### src/common/twr_cfg.svh
`ifndef TWR_CFG_SVH
`define TWR_CFG_SVH
// apb byte offsets
`define TWR_OFS_CTRL     12'h000
`define TWR_OFS_STAT     12'h004
`define TWR_OFS_MASK     12'h008
`define TWR_OFS_LAST     12'h00C
`define TWR_OFS_MEM      12'h100
// control bits
`define TWR_CTRL_UMI     0
`define TWR_CTRL_BCSEL   3
`define TWR_CTRL_BUSY    4
`define TWR_CTRL_RST     32'h0000_0000
// record slots
`define TWR_SLOT_MIW     2'h0
`define TWR_SLOT_TAG     2'h1
`define TWR_SLOT_DAT     2'h2
// mode codes
`define TWR_MC_DATA_MIN  5'h10
`define TWR_MC_LASTCMD   5'h12
`define TWR_MC_BITWORD   5'h13
`define TWR_MC_UND_A     5'h11
`define TWR_MC_UND_B     5'h14
`define TWR_MC_UND_C     5'h15
`endif

### src/common/twr_pkg.sv
package twr_pkg;
    // command handed over at message start
    typedef struct packed {
        logic [15:0] ptr;
        logic [4:0]  mode_code_field;
        logic        bus_identity_bit;
        logic        illegal_entry;
        logic        force_busy_control;
    } twr_cmd_t;
    // error summary handed over at completion
    typedef struct packed {
        logic        gap_seen;
        logic        broadcast;
        logic        extra_words;
    } twr_done_t;
    // transmit mode information word
    typedef struct packed {
        logic [1:0]  unused_hi;
        logic        gap_or_broadcast_flag;
        logic        word_count_error;
        logic        unused_11;
        logic        message_error_flag;
        logic        was_busy_flag;
        logic        illegal_command_flag;
        logic [1:0]  unused_lo;
        logic        bus_identity_bit;
        logic [4:0]  mode_code_field;
    } twr_miw_t;
    typedef enum logic [2:0] {
        ST_IDLE, ST_FETCH, ST_WAIT, ST_MIW, ST_TAG, ST_DAT
    } twr_state_t;
endpackage

### src/hdl/twr_writer.sv
`timescale 1ns/1ps
`include "twr_cfg.svh"
module twr_writer
    import twr_pkg::*;
#(
    parameter int AW = 6
) (
    input  wire logic        pclk,
    input  wire logic        presetn,
    input  wire logic        psel,
    input  wire logic        penable,
    input  wire logic        pwrite,
    input  wire logic [11:0] paddr,
    input  wire logic [31:0] pwdata,
    output logic      [31:0] prdata,
    output logic             pready,
    output logic             pslverr,
    input  wire logic        cmd_valid,
    input  wire twr_cmd_t    cmd,
    input  wire logic        done_valid,
    input  wire twr_done_t   done,
    input  wire logic [15:0] time_tag,
    input  wire logic [15:0] last_cmd_word,
    input  wire logic [15:0] bit_word,
    output logic             tx_valid,
    output logic      [15:0] tx_word,
    output logic             busy,
    output logic             irq
);

    // record index: pointer plus slot, wrapped to memory depth
    function automatic logic [AW-1:0] rec_idx(input logic [15:0] p,
                                              input logic [1:0]  s);
        return p[AW-1:0] + AW'(s);
    endfunction

    //////////////////////////////////////////////////////////////////////
    // state
    twr_state_t        st_q, st_d;
    twr_cmd_t          cmd_q;
    twr_done_t         done_q;
    logic [15:0]       tag_q;
    logic [15:0]       sent_q, sent_d;
    logic              send_q;
    logic [15:0]       mem [2**AW];
    logic [31:0]       ctrl_q;
    logic [1:0]        stat_q, mask_q;
    logic [15:0]       last_q;
    logic [31:0]       prdata_q, prdata_d;
    logic              pready_q, pslverr_q, pslverr_d;
    logic              tx_valid_q, irq_q;
    logic [15:0]       tx_word_q;

    //////////////////////////////////////////////////////////////////////
    // command classification
    wire logic [4:0] mc        = cmd_q.mode_code_field;
    wire logic       has_data  = mc >= `TWR_MC_DATA_MIN;
    wire logic       gen_data  = (mc == `TWR_MC_LASTCMD) | (mc == `TWR_MC_BITWORD);
    wire logic       undef_mc  = (mc == `TWR_MC_UND_A) | (mc == `TWR_MC_UND_B)
                               | (mc == `TWR_MC_UND_C);
    wire logic       umi       = ctrl_q[`TWR_CTRL_UMI];
    wire logic       bc_sel    = ctrl_q[`TWR_CTRL_BCSEL];
    wire logic       was_busy  = ctrl_q[`TWR_CTRL_BUSY] | cmd_q.force_busy_control;
    // undefined codes answer in form only when legal and allowed
    wire logic       undef_ok  = ~undef_mc | ~umi;
    // busy or illegal answers carry no data word
    wire logic       may_send  = has_data & ~was_busy
                               & ~cmd_q.illegal_entry & undef_ok;
    wire logic [15:0] gen_word = (mc == `TWR_MC_LASTCMD) ? last_cmd_word : bit_word;

    //////////////////////////////////////////////////////////////////////
    // information word assembly
    twr_miw_t miw;
    wire logic gap_err = done_q.gap_seen & ~bc_sel;
    always_comb begin
        miw = '0;
        miw.gap_or_broadcast_flag = bc_sel ? done_q.broadcast
                                           : done_q.gap_seen;
        miw.word_count_error      = done_q.extra_words;
        miw.message_error_flag    = done_q.extra_words | gap_err;
        miw.was_busy_flag         = was_busy;
        miw.illegal_command_flag  = cmd_q.illegal_entry;
        miw.bus_identity_bit      = cmd_q.bus_identity_bit;
        miw.mode_code_field       = mc;
    end

    //////////////////////////////////////////////////////////////////////
    // record sequencer
    always_comb begin
        st_d   = st_q;
        sent_d = sent_q;
        unique case (st_q)
            ST_IDLE: if (cmd_valid) begin
                st_d = ST_FETCH;
            end
            ST_FETCH: begin
                st_d = ST_WAIT;
                if (may_send) begin
                    // generated codes bypass memory
                    sent_d = gen_data ? gen_word
                           : mem[rec_idx(cmd_q.ptr, `TWR_SLOT_DAT)];
                end
            end
            ST_WAIT: if (done_valid) begin
                st_d = ST_MIW;
            end
            ST_MIW: st_d = ST_TAG;
            // two-word record ends at tag unless a generated word was sent
            ST_TAG: st_d = (send_q & gen_data) ? ST_DAT : ST_IDLE;
            ST_DAT: st_d = ST_IDLE;
        endcase
    end

    // device write port
    wire logic          dev_wr  = (st_q == ST_MIW) | (st_q == ST_TAG)
                                | (st_q == ST_DAT);
    wire logic          dev_nxt = (st_d == ST_MIW) | (st_d == ST_TAG)
                                | (st_d == ST_DAT);
    wire logic [1:0]    dev_slot = (st_q == ST_MIW) ? `TWR_SLOT_MIW
                                 : (st_q == ST_TAG) ? `TWR_SLOT_TAG
                                 : `TWR_SLOT_DAT;
    wire logic [AW-1:0] dev_idx  = rec_idx(cmd_q.ptr, dev_slot);
    wire logic [15:0]   dev_dat  = (st_q == ST_MIW) ? miw
                                 : (st_q == ST_TAG) ? tag_q
                                 : sent_q;

    always_ff @(posedge pclk or negedge presetn) begin
        if (!presetn) begin
            st_q   <= ST_IDLE;
            cmd_q  <= '0;
            done_q <= '0;
            tag_q  <= 16'h0000;
            sent_q <= 16'h0000;
            send_q <= 1'b0;
        end else begin
            st_q   <= st_d;
            sent_q <= sent_d;
            if (st_q == ST_IDLE && cmd_valid) begin
                cmd_q <= cmd;
            end
            if (st_q == ST_FETCH) begin
                send_q <= may_send;
            end
            if (st_q == ST_WAIT && done_valid) begin
                done_q <= done;
                tag_q  <= time_tag;
            end
        end
    end

    // data word goes out one cycle after fetch
    always_ff @(posedge pclk or negedge presetn) begin
        if (!presetn) begin
            tx_valid_q <= 1'b0;
            tx_word_q  <= 16'h0000;
        end else begin
            tx_valid_q <= (st_q == ST_FETCH) & may_send;
            if (st_q == ST_FETCH && may_send) begin
                tx_word_q <= sent_d;
            end
        end
    end

    //////////////////////////////////////////////////////////////////////
    // apb decode
    wire logic       acc      = psel & penable;
    wire logic       commit   = acc & pready_q;
    wire logic       is_mem   = paddr[11:8] == `TWR_OFS_MEM >> 8;
    wire logic       is_ctrl  = paddr == `TWR_OFS_CTRL;
    wire logic       is_stat  = paddr == `TWR_OFS_STAT;
    wire logic       is_mask  = paddr == `TWR_OFS_MASK;
    wire logic       is_last  = paddr == `TWR_OFS_LAST;
    wire logic       mapped   = is_mem | is_ctrl | is_stat | is_mask | is_last;
    wire logic [AW-1:0] m_idx = paddr[AW+1:2];
    // access holds off while the sequencer owns the memory
    wire logic       pready_d = acc & ~pready_q & ~dev_nxt;
    wire logic       apb_mw   = commit & pwrite & is_mem & ~dev_wr;

    always_comb begin
        prdata_d = 32'h0000_0000;
        if (is_mem) begin
            prdata_d = {16'h0000, mem[m_idx]};
        end else if (is_ctrl) begin
            prdata_d = ctrl_q;
        end else if (is_stat) begin
            prdata_d = {30'h0, stat_q};
        end else if (is_mask) begin
            prdata_d = {30'h0, mask_q};
        end else if (is_last) begin
            prdata_d = {16'h0000, last_q};
        end
        pslverr_d = ~mapped;
    end

    // record memory, one write port shared by sequencer and host
    always_ff @(posedge pclk) begin
        if (dev_wr) begin
            mem[dev_idx] <= dev_dat;
        end else if (apb_mw) begin
            mem[m_idx] <= pwdata[15:0];
        end
    end

    always_ff @(posedge pclk or negedge presetn) begin
        if (!presetn) begin
            pready_q  <= 1'b0;
            pslverr_q <= 1'b0;
            prdata_q  <= 32'h0000_0000;
        end else begin
            pready_q  <= pready_d;
            pslverr_q <= pready_d & pslverr_d;
            if (pready_d && !pwrite) begin
                prdata_q <= prdata_d;
            end
        end
    end

    //////////////////////////////////////////////////////////////////////
    // control, last info word, interrupts
    wire logic [1:0] ev_set = {(st_q == ST_MIW) & (miw.message_error_flag
                                | cmd_q.illegal_entry | was_busy),
                               st_q == ST_DAT | (st_q == ST_TAG & st_d == ST_IDLE)};
    // a read clears only the bits it returned, so an event in the read's last cycle survives
    wire logic [1:0] ev_clr = {2{commit & ~pwrite & is_stat}} & prdata_q[1:0];

    always_ff @(posedge pclk or negedge presetn) begin
        if (!presetn) begin
            ctrl_q <= `TWR_CTRL_RST;
            mask_q <= 2'h0;
            stat_q <= 2'h0;
            last_q <= 16'h0000;
            irq_q  <= 1'b0;
        end else begin
            if (commit && pwrite && is_ctrl) begin
                ctrl_q <= pwdata;
            end
            if (commit && pwrite && is_mask) begin
                mask_q <= pwdata[1:0];
            end
            stat_q <= (stat_q & ~ev_clr) | ev_set;      // set wins
            if (st_q == ST_MIW) begin
                last_q <= miw;
            end
            irq_q  <= |(((stat_q & ~ev_clr) | ev_set) & mask_q);
        end
    end

    assign prdata   = prdata_q;
    assign pready   = pready_q;
    assign pslverr  = pslverr_q;
    assign tx_valid = tx_valid_q;
    assign tx_word  = tx_word_q;
    assign irq      = irq_q;
    assign busy     = send_q;
endmodule

### config.mk
export PLATFORM = sky130hd
export DESIGN_NAME = twr_writer
export DESIGN_NICKNAME = d
export VERILOG_FILES = /design/src/common/twr_pkg.sv /design/src/hdl/twr_writer.sv
export VERILOG_INCLUDE_DIRS = /design/src /design/src/common
export SDC_FILE = /design/constraint.sdc
export NUM_CORES = 2
export LEC_CHECK = 0
export BUFFER_PORTS_ARGS = -buffer_cell sky130_fd_sc_hd__buf_2
export CELL_PAD_IN_SITES_DETAIL_PLACEMENT = 0
export CELL_PAD_IN_SITES_GLOBAL_PLACEMENT = 1
export CORE_UTILIZATION = 30
export DETAILED_ROUTE_END_ITERATION = 16
export PLACE_DENSITY_LB_ADDON = 0.15
export SETUP_SLACK_MARGIN = 0.05
export SYNTH_ARGS = -nofsm -noshare
export SYNTH_HDL_FRONTEND = slang
export SYNTH_SLANG_ARGS = --single-unit
### constraint.sdc
create_clock -name pclk -period 6.3 [get_ports pclk]
set_input_delay 0.945 -clock pclk [delete_from_list [all_inputs] [get_ports pclk]]
set_output_delay 0.945 -clock pclk [all_outputs]
set_load 0.05 [all_outputs]
==> tab_implementation.tex <==
\begin{tabular}{lr}
\hline
Metric & Value \\
\hline
\multicolumn{2}{l}{\textbf{Detailed routing}} \\
DRC & 0 \\
Vias & 33,930 \\
Number of design-rule violations left by the first detailed-router iteration & 3,770 \\
Antenna-violating nets left & 0 \\
Number of vias per cell after detailed routing & 5.689 \\
Routed wire per std cell & 35.70 um \\
Detailed-router iteration count before antenna repair & 5 \\
Post-detailed-routing wire length & about 210 mm \\
\multicolumn{2}{l}{\textbf{Logic synthesis}} \\
Sequential share of the synthesized area & 62.49\% \\
Share of Yosys cell area claimed by the top area cell type & 55.61\% \\
Share of flip-flops with an asynchronous set or reset & 12.93\% \\
Unique cell type count in the Yosys netlist & 80 \\
Top\_reg\_cell synth & sky130\_fd\_sc\_hd\_\_edfxtp\_1 \\
Synthesized flop and latch total & 1,176 \\
Library cell with the largest summed area after synthesis & sky130\_fd\_sc\_hd\_\_edfxtp\_1 \\
Synthesized instance count & between 3,000 and 4,000 \\
Yosys Warn Count & 0 \\
Top cells by area in the synthesized netlist & sky130\_fd\_sc\_hd\_\_edfxtp\_1, sky130\_fd\_sc\_hd\_\_mux4\_2, sky130\_fd\_sc\_hd\_\_dfrtp\_1 \\
Netlist Area Pre-Place & 55,290 um2 \\
Post-Syn Nets & approximately 3,300 \\
Post-synthesis average cell area & $\sim$18 um2 \\
Number of enable flip-flop cells after synthesis & 1,024 \\
\multicolumn{2}{l}{\textbf{Worst setup path}} \\
WP data required & 6.90 ns \\
Launching element type of the critical path & flop \\
Critical Path Fanout Max & 50 \\
Critical Setup Path Class & reg2reg \\
Critical path data arrival time & 5.38 ns \\
Critical path endpoint category & flop \\
\multicolumn{2}{l}{\textbf{Power and ir drop}} \\
Maximum ir drop on the vdd rail & approximately 0.30 mV \\
Pwr Density & 487.5 nW/um2 \\
Leakage power & 21.62 nW \\
\multicolumn{2}{l}{\textbf{Timing}} \\
Setup violators final & 0 \\
Unrepaired setup endpoints after global routing & false \\
Hold slack final & 0.2165 ns \\
Share of the clock period used by the worst path after layout & between 70\% and 80\% \\
Highest clock rate & 209.3 MHz \\
Number of hold-slack violations in the final timing report & 0 \\
Relative slew slack & 13.72\% \\
Final count of pins violating max slew & 0 \\
Final total negative setup slack & 0 ns \\
Time the final worst path needs with I/O delays and setup & 4.779 ns \\
Final Skew & approximately 0.026 ns \\
Tightest Pin Transition & approximately 1.3 ns \\
\multicolumn{2}{l}{\textbf{Hold path}} \\
Worst min-delay path class & in2async \\
\multicolumn{2}{l}{\textbf{CTS}} \\
Clock Sinks & 1,176 \\
Post\_cts resized & 0 \\
CTS HTree Levels & 4 \\
Root Buffer & sky130\_fd\_sc\_hd\_\_clkbuf\_16 \\
Number of CTS-inserted buffers & 137 \\
Maximum buffer depth of the clock tree & 3 \\
Number of buffers inserted to repair setup after CTS & 0 \\
Quantity of hold-fixing buffers added after cts & 0 \\
CTS clock-pin slew for the worst setup and hold paths & $\sim$0.060 ns \\
Clk Latency, worst-skew pair & 0.80 ns \\
Clock tree from TritonCTS & done \\
\multicolumn{2}{l}{\textbf{Placed design}} \\
HPWL after detailed placement & 141.7 mm \\
Count of input and output buffers & 168 \\
Final weighted congestion of routability-driven global placement & a little under 0.9 \\
\multicolumn{2}{l}{\textbf{Layout}} \\
Relative area change from synthesis to final layout & 17.10\% \\
Filler cells & 17,230 \\
Share of final-layout standard cells stronger than drive strength 1 & 36.75\% \\
Final nets & 3,517 \\
\multicolumn{2}{l}{\textbf{Global route}} \\
Maximum number of pins on one net before global-route repair & about 100 \\
Vias in the first global route & $\sim$34,000 \\
First-pass GRT wire length & $\sim$290 mm \\
Final global-route overflow total & 0 \\
Number of antenna violations at the first check in global routing & 10 \\
Global Route Usage Sum & 22.78\% \\
\multicolumn{2}{l}{\textbf{Run status}} \\
Run status & finished clean \\
\multicolumn{2}{l}{\textbf{Die}} \\
Die Y-Extent & 431.3 um \\
Starting density of the core & 30.20\% \\
Std-Cell Rows & 157 \\
Placeable core region & 183,100 um2 \\
DIE AREA & 186,000 um2 \\
Width of the die & 431.3 um \\
I/O pins & 179 \\
\multicolumn{2}{l}{\textbf{Run}} \\
Max Cap Viol & 0 \\
\hline
\end{tabular}
-- cells in the mapped netlist, drive strengths merged (4+ instances only) --
cell and count:
a311oi 4, buf 133, nand3 96, a21oi 27, a221oi 17, mux4 517
nand4 4, a41oi 9, or3 8, mux2i 151, mux2 102, a32oi 17
clkbuf 106, nor2 70, o31ai 7, nor3 80, nor2b 21, nor4 9
and2 9, a22o 12, o22ai 45, edfxtp 1024, xnor2 4, o32ai 5
dfrtp 152, o21ai 30, nand2b 9, nand2 274, and3 4, a211oi 33
a22oi 13, inv 13, o41ai 4, a21o 5, o211ai 6, nor3b 18
a31oi 36, or2 4
-- power by group --
group	total (mW)	internal (mW)	switching, mW
clock	7.85	4.52	3.32
sequential	11.3	10.7	0.647
combinational	12.4	4.07	8.33
-- state kept, by name, summed over array words and instances (netlist names), 9 cells and up --
name / flops
mem: 1024
ctrl_q: 32
prdata: 32
sent_q: 16
tag_q: 16
tx_word: 16
last_q: 11
cmd_q: 9
-- cell families (layout without fill, tap and decap cells) --
logic type / after synthesis / after routing / share of synthesized area (%)
buffers and inverters: 253 / 623 / 2.206
adder cells (fa/ha/maj): 4 / 4 / 0.1041
multiplexers: 770 / 770 / 25.87
AO/OA/AOI/OAI: 293 / 293 / 3.759
flip-flops: 1176 / 1176 / 62.49
XOR/XNOR: 6 / 6 / 0.09504
AND/OR/NAND/NOR: 625 / 625 / 5.476
other: 0 / 3 / 0
-- metrics by stage --
stage / power, mW / utilization [%] / setup WS (ns) / cells / cell area, um2
final: 31.57 / 35.37 / 1.521 / 5964 / 64750
after global routing: 32.63 / 35.36 / 1.330 / 5961 / 64740
after CTS: 31.79 / 35.36 / 1.610 / 5961 / 64740
after detailed placement: 23.92 / 32.96 / 1.637 / 5712 / 60340
after global placement: 23.65 / 32.96 / 1.591 / 5712 / 60340
after floorplan: 18.35 / - / 1.663 / 3127 / 55290
-- per-layer routing --
| layer | GRT usage, % | up-vias | routed length, um |
|---|---|---|---|
| met5 | 0 | - | 18 |
| met4 | 7.912 | 2 | 7451 |
| met3 | 3.826 | 272 | 14890 |
| met2 | 36.20 | 1591 | 99310 |
| met1 | 31.53 | 18480 | 91260 |
| li1 | - | 13580 | - |
-- final timing paths --
path | endpoint | slack, ns | start | cells after the start
min in group pclk | ctrl_q[17]$_DFFE_PN0P_ | 0.38 | pwdata[17] | 2
max reg2reg | tx_word[2]$_DFFE_PN0P_ | 1.52 | cmd_q[9]$_DFFE_PN0P_ | 6
max | tx_word[2]$_DFFE_PN0P_ | 1.52 | cmd_q[9]$_DFFE_PN0P_ | 6
min reg2reg | prdata[20]$_DFFE_PN0P_ | 0.46 | prdata[20]$_DFFE_PN0P_ | 2
min | mc[1]$_DFFE_PN0P_ | 0.22 | presetn | 1
max in group asynchronous | prdata[28]$_DFFE_PN0P_ | 4.65 | presetn | 2
-- critical path: stages (launching register included) --
cell and delay (ns):
sky130_fd_sc_hd__dfrtp_4 1.03, sky130_fd_sc_hd__ha_4 0.87, sky130_fd_sc_hd__mux4_2 0.60, sky130_fd_sc_hd__mux2i_1 0.55, sky130_fd_sc_hd__nor3b_1 0.29, sky130_fd_sc_hd__a211oi_1 0.88, sky130_fd_sc_hd__a31oi_1 0.20
-- area by class of cell --
type | instances | area, um2 | share of cell area [%]
Sequential cell | 1176 | 34560 | 53.37
Multi-Input combinational cell | 1698 | 20180 | 31.16
Clock buffer | 168 | 3657 | 5.648
Tap cell | 2464 | 3083 | 4.761
Timing Repair Buffer | 360 | 2461 | 3.801
Clock inverter | 81 | 750.7 | 1.159
Inverter | 14 | 52.55 | 0.08116
Antenna cell | 3 | 7.507 | 0.01159
-- placed cells by master (no fill, tap or decap), types with 7 or more instances in the layout --
cell / n
sky130_fd_sc_hd__or3_1: 8
sky130_fd_sc_hd__o21ai_0: 25
sky130_fd_sc_hd__mux2_1: 9
sky130_fd_sc_hd__clkinv_2: 20
sky130_fd_sc_hd__a22o_1: 12
sky130_fd_sc_hd__nor2b_1: 21
sky130_fd_sc_hd__dfrtp_1: 150
sky130_fd_sc_hd__clkbuf_8: 7
sky130_fd_sc_hd__nor2_1: 70
sky130_fd_sc_hd__a211oi_1: 33
sky130_fd_sc_hd__a32oi_1: 17
sky130_fd_sc_hd__nor3_2: 59
sky130_fd_sc_hd__nor3_1: 15
sky130_fd_sc_hd__clkbuf_16: 139
sky130_fd_sc_hd__bufinv_16: 9
sky130_fd_sc_hd__a41oi_4: 8
sky130_fd_sc_hd__clkinv_1: 29
sky130_fd_sc_hd__buf_4: 181
sky130_fd_sc_hd__buf_2: 164
sky130_fd_sc_hd__buf_12: 12
sky130_fd_sc_hd__nor4_1: 7
sky130_fd_sc_hd__a21oi_1: 18
sky130_fd_sc_hd__mux2_2: 93
sky130_fd_sc_hd__and2_1: 8
sky130_fd_sc_hd__mux2i_1: 151
sky130_fd_sc_hd__clkbuf_1: 22
sky130_fd_sc_hd__a21oi_4: 9
sky130_fd_sc_hd__nand3_1: 91
sky130_fd_sc_hd__a221oi_1: 17
sky130_fd_sc_hd__edfxtp_1: 1024
sky130_fd_sc_hd__nand2_1: 274
sky130_fd_sc_hd__a31oi_1: 36
sky130_fd_sc_hd__nor3b_1: 17
sky130_fd_sc_hd__o22ai_1: 43
sky130_fd_sc_hd__inv_1: 10
sky130_fd_sc_hd__clkinvlp_4: 7
sky130_fd_sc_hd__nand2b_1: 8
sky130_fd_sc_hd__mux4_2: 517
sky130_fd_sc_hd__a22oi_1: 13
(Power assumes the default switching activity.)
